--- config.mk ---
export PLATFORM = sky130hd
export DESIGN_NAME = status_event_summary
export DESIGN_NICKNAME = d
export VERILOG_FILES = /design/src/ses_pkg.sv /design/src/ses_num_if.sv /design/src/ses_num_parse.sv /design/src/status_event_summary.sv
export SDC_FILE = /design/constraint.sdc
export NUM_CORES = 1
export LEC_CHECK = 0
export ABC_AREA = 1
export CORE_ASPECT_RATIO = 1.2
export CORE_UTILIZATION = 45
export DETAILED_ROUTE_END_ITERATION = 8
export DONT_BUFFER_PORTS = 1
export GPL_ROUTABILITY_DRIVEN = 0
export SLEW_MARGIN = 10
export SYNTH_ARGS = -nofsm -noshare
export SYNTH_HDL_FRONTEND = slang
export SYNTH_SLANG_ARGS = --single-unit
--- constraint.sdc ---
create_clock -name clk_sys_i -period 7.3 [get_ports clk_sys_i]
set_input_delay 1.46 -clock clk_sys_i [delete_from_list [all_inputs] [get_ports clk_sys_i]]
set_output_delay 1.46 -clock clk_sys_i [all_outputs]
set_load 0.01 [all_outputs]
--- src/ses_pkg.sv ---
// shared constants and types for the status event summary block
package ses_pkg;
  localparam int SES_W    = 16;          // status register width
  localparam int SES_NSET = 4;           // register sets
  localparam int SES_QCW  = 5;           // queue count width
  // register set indices
  localparam logic [1:0] SET_STD  = 2'h0;
  localparam logic [1:0] SET_OPER = 2'h1;
  localparam logic [1:0] SET_MEAS = 2'h2;
  localparam logic [1:0] SET_QUES = 2'h3;
  // status byte bit positions
  localparam int SB_MEAS   = 0;
  localparam int SB_ERRQ   = 2;        // error queue holds messages
  localparam int SB_QUES   = 3;
  localparam int SB_MAV    = 4;        // output queue holds responses
  localparam int SB_STD    = 5;
  localparam int SB_MASTER = 6;        // master summary or request flag
  localparam int SB_OPER   = 7;
  localparam logic [7:0] SB_SUM_MASK = 8'hBD;  // bits 0,2,3,4,5,7
  // queue depth and steps
  localparam logic [SES_QCW-1:0] QCNT_FULL = 5'h10;
  localparam logic [SES_QCW-1:0] QCNT_ONE  = 5'h01;
  // ascii codes for number parsing and headers
  localparam logic [7:0] ASC_HASH  = 8'h23;
  localparam logic [7:0] ASC_0     = 8'h30;
  localparam logic [7:0] ASC_9     = 8'h39;
  localparam logic [7:0] ASC_LOWER = 8'h20;
  localparam logic [7:0] ASC_LA    = 8'h61;
  localparam logic [7:0] ASC_LF    = 8'h66;
  localparam logic [7:0] ASC_LB    = 8'h62;
  localparam logic [7:0] ASC_LH    = 8'h68;
  localparam logic [7:0] ASC_LQ    = 8'h71;
  localparam logic [7:0] HDR_NONE  = 8'h00;
  localparam logic [7:0] HDR_B     = 8'h42;
  localparam logic [7:0] HDR_H     = 8'h48;
  localparam logic [7:0] HDR_Q     = 8'h51;
  localparam logic [4:0] RAD_BIN   = 5'h02;
  localparam logic [4:0] RAD_OCT   = 5'h08;
  localparam logic [4:0] RAD_DEC   = 5'h0A;
  localparam logic [4:0] RAD_HEX   = 5'h10;
  localparam logic [4:0] DIG_NONE  = 5'h1F;
  // commands delivered by the message link decoder
  typedef enum logic [3:0] {
    OP_CLS = 4'h0, OP_STAT_PRE = 4'h1, OP_QUE_CLR = 4'h2,
    OP_ERR_CLR = 4'h3, OP_SYS_PRE = 4'h4, OP_RST = 4'h5,
    OP_WR_EN = 4'h6, OP_QUERY = 4'h7, OP_FMT = 4'h8
  } ses_op_t;
  typedef enum logic [2:0] {
    REG_COND = 3'h0, REG_EVT = 3'h1, REG_EN = 3'h2,
    REG_STB = 3'h3, REG_SRE = 3'h4
  } ses_reg_t;
  typedef enum logic [1:0] {
    FMT_ASC = 2'h0, FMT_HEX = 2'h1, FMT_OCT = 2'h2, FMT_BIN = 2'h3
  } ses_fmt_t;
endpackage : ses_pkg

--- src/ses_num_if.sv ---
// carrier between the status block and its parameter parser
`timescale 1ns/1ns
interface ses_num_if;
  logic                       chr_vld;
  logic [7:0]                 chr;
  logic                       clr;
  logic [ses_pkg::SES_W-1:0]  val;
  logic                       ok;
  modport host   (output chr_vld, chr, clr, input val, ok);
  modport parser (input chr_vld, chr, clr, output val, ok);
endinterface : ses_num_if

--- src/ses_num_parse.sv ---
// parser for decimal and headed binary/hex/octal enable values
`timescale 1ns/1ns
module ses_num_parse (
  input  wire logic   clk_sys_i,  // system clock
  input  wire logic   rst_n_i,    // sync reset, active low
  ses_num_if.parser   np          // character stream and value
);
  import ses_pkg::*;

  typedef enum logic [2:0] {
    P_IDLE = 3'h1, P_HASH = 3'h2, P_DIG = 3'h4
  } ses_pst_t;

  typedef struct packed {
    ses_pst_t          st;
    logic [4:0]        radix;
    logic [SES_W-1:0]  val;
    logic              seen;
    logic              bad;
  } ses_pq_t;

  ses_pq_t q, n;

  // digit value of a character, DIG_NONE when not a digit
  function automatic logic [4:0] dval(input logic [7:0] c);
    logic [7:0] lc;
    lc = c | ASC_LOWER;
    if (c >= ASC_0 && c <= ASC_9) return 5'(c - ASC_0);
    if (lc >= ASC_LA && lc <= ASC_LF) return 5'(lc - ASC_LA + RAD_DEC);
    return DIG_NONE;
  endfunction : dval

  // header letter accepted in either case; digit checked per radix
  always_comb begin
    logic [4:0] d;
    logic       take;
    logic [7:0] lc;
    d    = dval(np.chr);
    take = 1'b0;
    lc   = np.chr | ASC_LOWER;
    n    = q;
    if (np.clr) begin
      n = '{st: P_IDLE, radix: RAD_DEC, default: '0};
    end else if (np.chr_vld) begin
      unique case (q.st)
        P_IDLE: begin
          if (np.chr == ASC_HASH) begin
            n.st = P_HASH;
          end else begin
            n.radix = RAD_DEC;                    // no header: decimal
            n.st    = P_DIG;
            take    = 1'b1;
          end
        end
        P_HASH: begin
          n.st = P_DIG;
          if (lc == ASC_LB) n.radix = RAD_BIN;
          else if (lc == ASC_LH) n.radix = RAD_HEX;
          else if (lc == ASC_LQ) n.radix = RAD_OCT;
          else n.bad = 1'b1;
        end
        P_DIG: take = 1'b1;
      endcase
      if (take) begin
        // digit outside the radix spoils the value
        if (d < n.radix) begin
          n.val  = 16'(q.val * 16'(n.radix) + 16'(d));
          n.seen = 1'b1;
        end else begin
          n.bad = 1'b1;
        end
      end
    end
  end

  always_ff @(posedge clk_sys_i) begin
    if (!rst_n_i) q <= '{st: P_IDLE, radix: RAD_DEC, default: '0};
    else q <= n;
  end

  assign np.val = q.val;
  assign np.ok  = q.seen & ~q.bad;
endmodule : ses_num_parse

--- src/status_event_summary.sv ---
// status registers, queues, status byte and service request logic
`timescale 1ns/1ns
module status_event_summary (
  input  wire logic                     clk_sys_i,   // 100 MHz clock
  input  wire logic                     rst_n_i,     // sync reset, low
  input  wire logic [ses_pkg::SES_NSET-1:0][ses_pkg::SES_W-1:0]
                                        cond_i,      // present state
  input  wire logic [ses_pkg::SES_NSET-1:0][ses_pkg::SES_W-1:0]
                                        evt_i,       // event pulses
  input  wire logic                     cmd_vld_i,   // command strobe
  input  wire ses_pkg::ses_op_t         cmd_op_i,    // command code
  input  wire ses_pkg::ses_reg_t        cmd_reg_i,   // register kind
  input  wire logic [1:0]               cmd_set_i,   // register set
  input  wire ses_pkg::ses_fmt_t        cmd_fmt_i,   // readback format
  input  wire logic                     par_clr_i,   // new parameter
  input  wire logic                     par_vld_i,   // parameter char
  input  wire logic [7:0]               par_chr_i,   // ascii character
  input  wire logic                     err_push_i,  // error message
  input  wire logic                     err_pop_i,   // error read out
  input  wire logic                     oq_pop_i,    // response sent
  input  wire logic                     spoll_i,     // serial poll
  output logic [7:0]                    stb_o,       // status byte
  output logic [7:0]                    spoll_o,     // poll byte
  output logic                          spoll_vld_o, // poll byte valid
  output logic                          srq_o,       // service request
  output logic                          rsp_vld_o,   // query answer
  output logic [ses_pkg::SES_W-1:0]     rsp_val_o,   // answer value
  output logic [7:0]                    rsp_hdr_o,   // header letter
  output ses_pkg::ses_fmt_t             rsp_fmt_o,   // answer format
  output logic                          wr_err_o     // write refused
);
  import ses_pkg::*;

  typedef struct packed {
    logic [SES_NSET-1:0][SES_W-1:0] cond;
    logic [SES_NSET-1:0][SES_W-1:0] evt;
    logic [SES_NSET-1:0][SES_W-1:0] en;
    logic [7:0]                     sre;
    logic [SES_QCW-1:0]             oq_cnt;
    logic [SES_QCW-1:0]             eq_cnt;
    logic [7:0]                     stb;
    logic                           request_for_service_flag;
    logic [7:0]                     spoll;
    logic                           spoll_vld;
    ses_fmt_t                       fmt;
    logic                           rsp_vld;
    logic [SES_W-1:0]               rsp_val;
    logic [7:0]                     rsp_hdr;
    ses_fmt_t                       rsp_fmt;
    logic                           wr_err;
  } ses_st_t;

  ses_st_t q, n;
  ses_num_if np ();

  // parameter characters come from same-clock decoder logic
  assign np.chr_vld = par_vld_i;
  assign np.chr     = par_chr_i;
  assign np.clr     = par_clr_i;

  ses_num_parse u_parse (
    .clk_sys_i (clk_sys_i),
    .rst_n_i   (rst_n_i),
    .np        (np)
  );

  // saturating counter step; pop of an empty queue is ignored
  function automatic logic [SES_QCW-1:0] qstep(
    input logic [SES_QCW-1:0] c,
    input logic               push,
    input logic               pop
  );
    logic [SES_QCW-1:0] r;
    r = c;
    if (push && !pop && c != QCNT_FULL) r = SES_QCW'(c + QCNT_ONE);
    if (pop && !push && c != '0) r = SES_QCW'(c - QCNT_ONE);
    return r;
  endfunction : qstep

  logic             eq_clr, err_new, oq_push, req_rise;
  logic [7:0]       en_sum_now, en_sum_old;
  logic [SES_W-1:0] sel_evt, sel_en, sel_cond;

  // register set picked by the command
  assign sel_evt  = q.evt[cmd_set_i];
  assign sel_en   = q.en[cmd_set_i];
  assign sel_cond = q.cond[cmd_set_i];

  // command decode, latching, queues and status byte
  always_comb begin
    n           = q;
    eq_clr      = 1'b0;
    err_new     = 1'b0;
    oq_push     = 1'b0;
    n.rsp_vld   = 1'b0;
    n.wr_err    = 1'b0;
    n.spoll_vld = 1'b0;
    n.cond      = cond_i;
    if (cmd_vld_i) begin
      unique case (cmd_op_i)
        OP_CLS: begin
          n.evt          = '0;
          n.en[SET_OPER] = '0;
          n.en[SET_MEAS] = '0;
          n.en[SET_QUES] = '0;                    // standard kept
          eq_clr         = 1'b1;
        end
        OP_STAT_PRE: begin
          // error queue and standard enable untouched
          n.en[SET_OPER] = '0;
          n.en[SET_MEAS] = '0;
          n.en[SET_QUES] = '0;
        end
        OP_QUE_CLR, OP_ERR_CLR: eq_clr = 1'b1;
        OP_SYS_PRE, OP_RST: ;                     // no effect
        OP_WR_EN: begin
          // a spoiled value or a read-only target is an error
          if (!np.ok) begin
            err_new  = 1'b1;
            n.wr_err = 1'b1;
          end else if (cmd_reg_i == REG_EN) begin
            n.en[cmd_set_i] = np.val;             // zero clears
          end else if (cmd_reg_i == REG_SRE) begin
            n.sre = np.val[7:0];
          end else begin
            err_new  = 1'b1;                      // read-only
            n.wr_err = 1'b1;
          end
        end
        OP_QUERY: begin
          n.rsp_vld = 1'b1;
          oq_push   = 1'b1;
          n.rsp_fmt = q.fmt;
          unique case (cmd_reg_i)
            REG_COND: n.rsp_val = sel_cond;
            REG_EVT: begin
              n.rsp_val        = sel_evt;
              n.evt[cmd_set_i] = '0;              // read clears
            end
            REG_EN:  n.rsp_val = sel_en;
            REG_STB: n.rsp_val = SES_W'(q.stb);   // bit 6 is master
            REG_SRE: n.rsp_val = SES_W'(q.sre);
            default: n.rsp_val = '0;
          endcase
          unique case (q.fmt)
            FMT_HEX: n.rsp_hdr = HDR_H;
            FMT_OCT: n.rsp_hdr = HDR_Q;
            FMT_BIN: n.rsp_hdr = HDR_B;
            FMT_ASC: n.rsp_hdr = HDR_NONE;        // decimal, no header
          endcase
        end
        OP_FMT: n.fmt = cmd_fmt_i;
        default: ;
      endcase
    end
    // new events win over any clear in the same cycle
    n.evt = n.evt | evt_i;
    // error queue: clear first so a same-cycle push survives
    if (eq_clr) n.eq_cnt = '0;
    n.eq_cnt = qstep(n.eq_cnt, err_push_i | err_new, err_pop_i);
    n.oq_cnt = qstep(q.oq_cnt, oq_push, oq_pop_i);
    // status byte follows its sources, never latches
    n.stb            = '0;
    n.stb[SB_MEAS]   = |(n.evt[SET_MEAS] & n.en[SET_MEAS]);
    n.stb[SB_ERRQ]   = (n.eq_cnt != '0);
    n.stb[SB_QUES]   = |(n.evt[SET_QUES] & n.en[SET_QUES]);
    n.stb[SB_MAV]    = (n.oq_cnt != '0);
    n.stb[SB_STD]    = |(n.evt[SET_STD] & n.en[SET_STD]);
    n.stb[SB_OPER]   = |(n.evt[SET_OPER] & n.en[SET_OPER]);
    en_sum_now       = n.stb & n.sre & SB_SUM_MASK;
    en_sum_old       = q.stb & q.sre & SB_SUM_MASK;
    n.stb[SB_MASTER] = |en_sum_now;
    // any enabled summary going 0 to 1 requests service
    req_rise = |(en_sum_now & ~en_sum_old);
    // poll returns the request flag and clears it; a rise wins
    if (spoll_i) begin
      n.spoll            = q.stb;
      n.spoll[SB_MASTER] = q.request_for_service_flag;
      n.spoll_vld        = 1'b1;
    end
    n.request_for_service_flag = req_rise |
      (q.request_for_service_flag & ~spoll_i);
  end

  // single state register; power-up clears all of it
  always_ff @(posedge clk_sys_i) begin
    if (!rst_n_i) q <= '0;
    else q <= n;
  end

  assign stb_o       = q.stb;
  assign spoll_o     = q.spoll;
  assign spoll_vld_o = q.spoll_vld;
  assign srq_o       = q.request_for_service_flag;
  assign rsp_vld_o   = q.rsp_vld;
  assign rsp_val_o   = q.rsp_val;
  assign rsp_hdr_o   = q.rsp_hdr;
  assign rsp_fmt_o   = q.rsp_fmt;
  assign wr_err_o    = q.wr_err;

  logic quiet;
  assign quiet = (evt_i == '0) && !err_push_i && !err_pop_i && !oq_pop_i;
endmodule : status_event_summary

### After elaboration in Yosys (flattened, before gate mapping)

Cells that the tools add are included.

* register bits: 283
* input bits: 156
* word-level logic and storage cells: 184

* $add $sub $neg: 8
* $mul: 1
* magnitude comparators: 7
* equal/unequal tests: 23
* multiplexer cells: 61
* bitwise operators: 18
* reduce and logical (&&, ||, !) cells: 36

Operator list (number)
* 136-bit two-way mux: 1
* 64-bit two-way mux: 2
* 64-bit one-hot mux with 2 select lines: 1
* 16-bit binary-select mux with 2-bit select: 3
* 48-bit one-hot mux with 2 select lines: 1
* 16-bit one-hot mux with 5 select lines: 1
* 72-bit two-way mux: 1
* 5-bit two-way mux: 13
* 16-bit bitwise AND: 4
* 64-bit bitwise AND: 1
* 64-bit bitwise mux: 1
* 16-bit two-way mux: 4
* 64-bit inverter: 1
* 64-bit bitwise OR: 1
* 16-bit OR reduction: 4
* 16-bit demux with 2-bit select: 1
* 8-bit two-way mux: 4
* 8-bit one-hot mux with 4 select lines: 1
* 27-bit two-way mux: 1
* 8-bit bitwise AND: 3
* 24-bit two-way mux: 1
* 1-bit two-way mux: 22
* 7-bit by 6-bit equality test with 1-bit output (second input constant): 3
* 5-bit nonzero test: 4
* other kinds (43): 75

### Depth between registers and ports, before layout

Gate-level depths: netlist of the first run.

* word-level depth: 16
* mapped depth: 29
* depth with buffers taken out: 28

### Cells and area by module

A second synthesis of the first run with hierarchy kept.

* cells, all modules: 2340
* area total of the unflattened synthesis: 16180.5 µm²

Modules (own cells, without submodules)
* status_event_summary: times used 1, cells each 1789, area each 12319.3 µm², sequential area each 5044.8 µm²
* ses_num_parse: times used 1, cells each 551, area each 3861.2 µm², sequential area each 520.5 µm²

### Least setup slack after synthesis of the first run

Ideal clock, no wire load.

* kind: input -> register
* start point: input par_chr_i[0]
* end point: register u_parse.q (netlist bit u_parse.np.val[13])
* library setup time: 0.120 ns
* arrival: 5.553 ns
* data required time: 7.180 ns
* path slack: 1.627 ns
* cell stages on the path: 26
* buffers on the path: 1
* cell sequence: inv_1 ha_1 nand3_1 nor2_1 inv_1 nand3_1 nand2_1 nand2_1 buf_1 nor2_1 fa_1 fa_1 inv_1 fa_1 inv_1 ha_1 nand2_1 inv_1 a21oi_1 o21ai_0 a21oi_1 o21bai_1 nand3_1 nand2_1 xnor2_1 a21oi_1

* cells in the longest elaborated chain, start to end: 9
* elaborated cells on any way between the ends: 35
* those cells by class: 4 x add/sub; 1 x mul; 5 x order compare; 4 x eq/ne; 18 x mux; 3 x reduce/logical

RTL lines
* from (decl): line status_event_summary.sv:17 `input wire logic [7:0] par_chr_i,`
* 7-bit by 6-bit equality test with 1-bit output: line ses_num_parse.sv:59 `else if (lc == ASC_LQ) n.radix = RAD_OCT;`
* 5-bit two-way mux: line ses_num_parse.sv:59
* 5-bit two-way mux: line ses_num_parse.sv:58 `else if (lc == ASC_LH) n.radix = RAD_HEX;`
* 5-bit two-way mux: line ses_num_parse.sv:57 `if (lc == ASC_LB) n.radix = RAD_BIN;`
* 8-bit one-hot mux with 2 select lines: line ses_num_parse.sv:45 `unique case (q.st)`
* 8-bit two-way mux: line ses_num_parse.sv:44 `end else if (np.chr_vld) begin`
* 8-bit two-way mux: line ses_num_parse.sv:42 `if (np.clr) begin`
* 16-bit by 5-bit multiplier with 16-bit output or 5-bit < comparator (tied branches): line ses_num_parse.sv:67, ses_num_parse.sv:66
* 16-bit by 5-bit adder with 16-bit output or 3-bit AND reduction (tied branches)
* to (signal assigned): line ses_num_parse.sv:78 `else q <= n;`
* to (decl): line ses_num_parse.sv:22 `ses_pq_t q, n;`

Several ways; a longest one is shown, not always the timed one. The select of a mux whose other input is x is not followed.
A chain may end at the register's enable or synchronous reset.

### Worst setup path in the final report of the first run

Ends and elaborated chain as after synthesis.

==> results.cfg, run 1 <==
[power]
power.leakage_uw = 0.00800
ir_drop_mv = 0.147
powerDensity_nw_per_um2 = 215

[run_status]
outcome = finished clean

[global_route]
grt.overflow.total = 0
grt_pass1_vias = 13400
grt_max_degree = 93
grt_pass1_wl_um = 75100
grt_usage_pct = 28.1
antenna_found_initial = 0

[cts]
clkTransAtPathRegs_ps = 60
cts_tree = done
cts.repair.resized = 0
clockBufferDepth = 3
clock_tree.root_cell = clkbuf_16
htreeDepth = 1
numCtsBuffers = 29
clkSinkCount = 278
hold_buffers = 0
postCtsSetupBuffers = 0
clkLatencyLatePin_ps = 560

[sta]
worst_slew_pin_slew_ps = 1090
max_slew_margin_pct = 27.1
slew_violations = 0
max_freq_mhz = 175
finalHoldViolations = 0
fin_crit_sh_pct = 78.3
whs_ps = 468
min_period_ps = 5720
rsz0062_at_grt = false
tns_ps = 0
finClkSkew_ps = 8.27
setup_ws_ps = 1580
setup_viol = 0

[finish]
diodes = 0
nNetsFinal = 2447
areaGrowthSynthToFinish_pct = 5.76
fin_area_um2 = 16600
drive_gt1_share_pct = 4.62
final_util_pct = 48.5

[logic_synthesis]
yosys_warnings = 0
syn_area_per_cell_um2 = 6.81
yosysUniqueCellTypes = 45
synthCells = 2300
synth-seq-cells = 278
yosysSeqAreaShare_pct = 35.5
async_flop_share_pct = 0
syn_area_um2 = 15700
yosys_most_used_dff = dfxtp_1
synth_edf_count = 0

[drt]
vias = 14300
first_pass_iters = 6
routed_wl_um = 50200
drt_iter0_drc = 1119
via_per_inst = 5.33
postRouteAntennaNets = 0
wl_per_cell_um = 18.7
route.detailed.drc = 0

[min_path]
min_path_cells = 1
worst_hold_path_type = register to register
hold_path_end = u_parse.q[1]
worstHoldStart = u_parse.q[1]

[setup_path]
worstPathArrival_ps = 6160
startpoint_type = input pin
r2r-end = u_parse.np.val[13]
crit_fanout = 14
reg2reg_slack_ps = 2220
r2r_cells = 23
required_ps = 7740
worstReg2RegStart = u_parse.q[25]
cp-end-kind = register
worstSetupPathType = input pin to register

[place]
place_area_um2 = 15600
port_buffers = 0
pre_cts_ws_ps = 1090
dp_hpwl_um = 37900

[floorplanning]
rows = 74
die_w_um = 172
start_util_pct = 45.8
ios = 202
core_um2 = 34200
die_h_um = 206
die_area_um2 = 35600

[flow_run]
cap_violations = 0
==> routing by layer <==
metal	vias up	global-route usage, %	part of all wire (%)
met3	113	3.54	6.9
met5	-	0	0
met1	6629	33.3	40
li1	7062	-	-
met2	506	48.4	47
met4	0	16.4	6.0
==> per-stage QoR <==
step	power, uW	instances
2_1_floorplan	1980	2304
3_3_place_gp	2060	2634
3_5_place_dp	2070	2634
4_1_cts	3580	2684
5_1_grt	3700	2684
6_report	3560	2684
==> synthesized netlist by cell type, types with 26 or more instances <==
cell type,count,area (um2)
a22oi_1,49,368
nor2_1,129,484
fa_1,39,781
o21ai_0,71,355
clkbuf_1,59,221
a31oi_1,27,169
nand3_1,160,801
dfxtp_1,278,5570
nand2_1,695,2610
inv_1,332,1250
a21oi_1,203,1020
ha_1,43,538
nand4_1,26,163
buf_4,44,330
==> cell usage in the layout (no fill, tap or decap), types with 39 or more instances in the layout <==
cell	Yosys	layout
a22oi_1	49	49
a21oi_1	203	203
inv_1	332	331
o21ai_0	71	71
dfxtp_1	278	278
nand2_1	695	695
nand3_1	160	160
fa_1	39	39
ha_1	43	43
nor2_1	129	128
==> worst max-delay path, cell delays in order <==
cell,delay [ps]
inv_1,70
ha_1,210
nand2_1,60
nor2_1,50
nor2_1,180
nand3_1,120
nand2_1,130
nand2_1,330
inv_1,180
nand2_1,90
fa_1,570
fa_1,420
fa_1,480
inv_1,40
ha_1,320
a21oi_1,160
nand2_1,90
a21oi_1,290
o21ai_0,190
a21oi_1,170
o21bai_1,110
nand3_1,90
nand2_1,70
xnor2_1,180
a21oi_1,80
==> how the worst max path moves through the flow <==
stage	slack, ps	cells after the start	endpoint	start
floorplan	1630	26	u_parse.np.val[13]	par_chr_i[0]
global placement	1210	25	u_parse.np.val[13]	par_chr_i[0]
detailed placement	1090	25	u_parse.np.val[13]	par_chr_i[0]
CTS	1670	25	u_parse.np.val[13]	par_chr_i[0]
global route	1250	25	u_parse.np.val[13]	par_chr_i[0]
finish	1580	25	u_parse.np.val[13]	par_chr_i[0]
==> kinds of logic after synthesis <==
group	Yosys count	synth area share, %
AOI/OAI and AO/OA	387	14.0
other	1	0.0239
and+or+nand+nor	1051	27.9
adders and majority gates	82	8.42
buffers and inverters	482	13.1
DFF	278	35.5
xor gates and xnor gates	19	1.06
==> sequential cells by signal, indices dropped and copies added, names as in the netlist <==
name and flops:
u_parse.np.val 16, wr_err_o 1, spoll_o 7, rsp_hdr_o 4
rsp_vld_o 1, stb_o 7, q 212, srq_o 1
spoll_vld_o 1, rsp_val_o 16, rsp_fmt_o 2, u_parse.q 10
==> where the power goes <==
part / leakage, uW / switching (uW) / internal [uW]
clock network: 0.000475 / 623 / 902
registers: 0.00228 / 47.4 / 1590
logic: 0.00524 / 277 / 123
total: 0.00800 / 947 / 2610
==> final cells by class <==
type,count,area [um2]
clock buffer,40,837
clock inverter,10,134
fill,3449,17600
inverter,347,1310
multi-input combinational,1544,8080
sequential,278,5570
tap,456,571
timing repair buffer,9,67.6
No activity file was read; power rests on OpenSTA's default activity.
==> run 2, diff against run 1 <==
--- a/config.mk
+++ b/config.mk
@@ -5,7 +5,7 @@
 export SDC_FILE = /design/constraint.sdc
 export NUM_CORES = 1
 export LEC_CHECK = 0
-export ABC_AREA = 1
+export ABC_AREA = 0
 export CORE_ASPECT_RATIO = 1.2
 export CORE_UTILIZATION = 45
 export DETAILED_ROUTE_END_ITERATION = 8
==> constraint.sdc (replaced) <==
create_clock -name clk_sys_i -period 5.2 [get_ports clk_sys_i]
set_input_delay 1.04 -clock clk_sys_i [delete_from_list [all_inputs] [get_ports clk_sys_i]]
set_output_delay 1.04 -clock clk_sys_i [all_outputs]
set_load 0.01 [all_outputs]
==> results.cfg, run 2 <==
[setup_path]
required_ps = 5710
reg2reg_slack_ps = 390
cpPeakStageDelay_ps = 530
worstSetupPathType = input pin to register
crit_fanout = 7
startpoint_type = input pin
worstPathArrival_ps = 5670
crit_top_cell = fa_1
r2r_cells = 19
r2r-end = u_parse.np.val[15]
crit_chain = or3b_4 -> or3_4 -> a221oi_4 -> nor2b_4 -> buf_4 -> and2_1 -> fa_1 -> inv_1 -> fa_1 -> fa_1 -> inv_1 -> ha_1 -> nand3_1 -> o31ai_4 -> o211ai_1 -> o21ai_2 -> buf_4 -> nand3_1 -> o221ai_1
cp-end-kind = register
crit_slowest_cell = fa_1
worstReg2RegStart = u_parse.q[25]

[power]
comb_power_share_pct = 12.1
powerDensity_nw_per_um2 = 281
p_switching_uw = 1350
switching_share_pct = 26.5
p_seq_share_pct = 45.2
p_int_uw = 3750
pwr-share-clk_pct = 42.7
total_power_uw = 5100
ir_drop_mv = 0.218
power.leakage_uw = 0.00725

[min_path]
worst_hold_path_type = register to register
worstHoldStart = u_parse.q[18]
hold_path_end = u_parse.q[18]
min_path_cells = 1

[cts]
clkTransAtPathRegs_ps = 60
clock_tree.root_cell = clkbuf_16
clkSinkCount = 278
cts_tree = done
clkLatencyLatePin_ps = 590
htreeDepth = 1
numCtsBuffers = 30
clockBufferDepth = 3

[drt]
via_per_inst = 6.08
drt_iter0_drc = 1291
vias = 13800
wl_per_cell_um = 23.6
first_pass_iters = 5
routed_wl_um = 53600
route.detailed.drc = 0
postRouteAntennaNets = 0

[logic_synthesis]
syn_area_per_cell_um2 = 9.05
synth-seq-cells = 278
syn_area_um2 = 16400
async_flop_share_pct = 0
yosys_warnings = 0
synth_edf_count = 0
yosysMostFrequentCell = dfxtp_1
synthTopCellsByArea = dfxtp_1 (34%), mux4_2 (6.7%), and2_1 (5.3%), fa_1 (4.7%), nor2_1 (3.7%)
synth_top_area_share_pct = 33.9
yosys_most_used_dff = dfxtp_1
ys_top_cells_by_count = dfxtp_1 (278), nor2_1 (160), and2_1 (139)
yosysUniqueCellTypes = 94
synthCells = 1816
yosysSeqAreaShare_pct = 33.9
synth.largest_area_cell = dfxtp_1

[finish]
final_cells = 2268
nNetsFinal = 2011
largest_reg_flops = 212
fillCellCount = 3352
multiInputGateArea_um2 = 9740
seqCellArea_um2 = 5570
layout_commonest_cell = dfxtp_1
areaGrowthSynthToFinish_pct = 10.4
final_cell_mix = dfxtp_1 (278), nor2_1 (159), and2_1 (137), inv_1 (119), buf_4 (98)
top_register = q
drive_gt1_share_pct = 14.6

[sta]
fin_crit_sh_pct = 99.1
tns_ps = 0
worst_slew_pin_slew_ps = 1180
finalHoldViolations = 0
setup_ws_ps = 46.0
max_freq_mhz = 194
rsz0062_at_grt = true
setup_viol = 0
finClkSkew_ps = 34.9
min_period_ps = 5150
slew_violations = 0
max_slew_margin_pct = 21.5
whs_ps = 486

[floorplanning]
die_area_um2 = 37300
start_util_pct = 45.7
core_um2 = 35900
ios = 202
rows = 76
die_h_um = 211
die_w_um = 176

[global_route]
grt_pass1_vias = 13300
grt_usage_pct = 28.2
grt_pass1_wl_um = 80000
grt_max_degree = 88
grt.overflow.total = 0
antenna_found_initial = 3

[place]
dp_hpwl_um = 39500
port_buffers = 0
dp_cells = 2204
pre_cts_ws_ps = -651

[flow_run]
cap_violations = 0

[run_status]
outcome = finished clean
## run 2: metal layers
metal	vias up	GRT usage (%)	part of all wire (%)
met5	-	0	0.022
met3	123	4.54	7.1
li1	6384	-	-
met4	2	14.9	5.6
met1	6689	34.9	39
met2	582	47.1	48
## run 2: worst max-delay path by stage
stage | from | cells past startpoint | slack (ps) | end
after floorplan | par_chr_i[4] | 18 | -390 | u_parse.np.val[15]
after global placement | par_chr_i[4] | 20 | -560 | u_parse.np.val[15]
after detailed placement | par_chr_i[4] | 19 | -650 | u_parse.np.val[15]
after CTS | par_chr_i[4] | 17 | 30 | u_parse.np.val[15]
after global routing | par_chr_i[4] | 20 | -200 | u_parse.np.val[15]
final | par_chr_i[4] | 19 | 50 | u_parse.np.val[15]
## run 2: final cells by class
class / instances / area share, %
Antenna cell: 3 / 0.0414
Clock buffer: 38 / 4.47
Clock inverter: 18 / 1.02
Inverter: 122 / 2.56
Multi-Input combinational cell: 1240 / 53.7
Sequential cell: 278 / 30.7
Tap cell: 468 / 3.23
Timing Repair Buffer: 101 / 4.29
## run 2: worst max-delay path, delay by kind of cell
family | cells | cell delay [ps]
fa+ha+maj | 4 | 1800
simple gates | 6 | 1220
compound gates | 5 | 1210
buf+inv | 4 | 390
## run 2: per-stage QoR
| step | utilization, % | area [um2] |
|---|---|---|
| floorplan | - | 16500 |
| global placement | 47.2 | 17000 |
| detailed placement | 47.2 | 17000 |
| CTS | 50.0 | 18000 |
| global route | 50.5 | 18100 |
| finish | 50.5 | 18100 |
## run 2: logic make-up after synthesis
| logic type | Yosys count | synth area share [%] |
|---|---|---|
| fa+ha+maj | 82 | 8.02 |
| other cells | 1 | 0.0228 |
| flops | 278 | 33.9 |
| xor+xnor | 22 | 1.17 |
| compound gates | 415 | 17.6 |
| buf+inv | 302 | 8.28 |
| mux | 108 | 10.3 |
| simple gates | 608 | 20.8 |
## run 2: power groups by stage
| stage | Combinational [uW] | Clock, uW | Sequential [uW] |
|---|---|---|---|
| 2_1_floorplan | 508 | 0 | 2310 |
| 3_3_place_gp | 589 | 0 | 2350 |
| 3_5_place_dp | 598 | 0 | 2350 |
| 4_1_cts | 602 | 2210 | 2300 |
| 5_1_grt | 671 | 2290 | 2310 |
| 6_report | 616 | 2180 | 2310 |
## run 2: timing repair
action	CTS	global route
pin swaps	1	21
hold buffers	0	0
buffers inserted	0	5
gates resized for setup	1	30
setup endpoints to repair	1	6
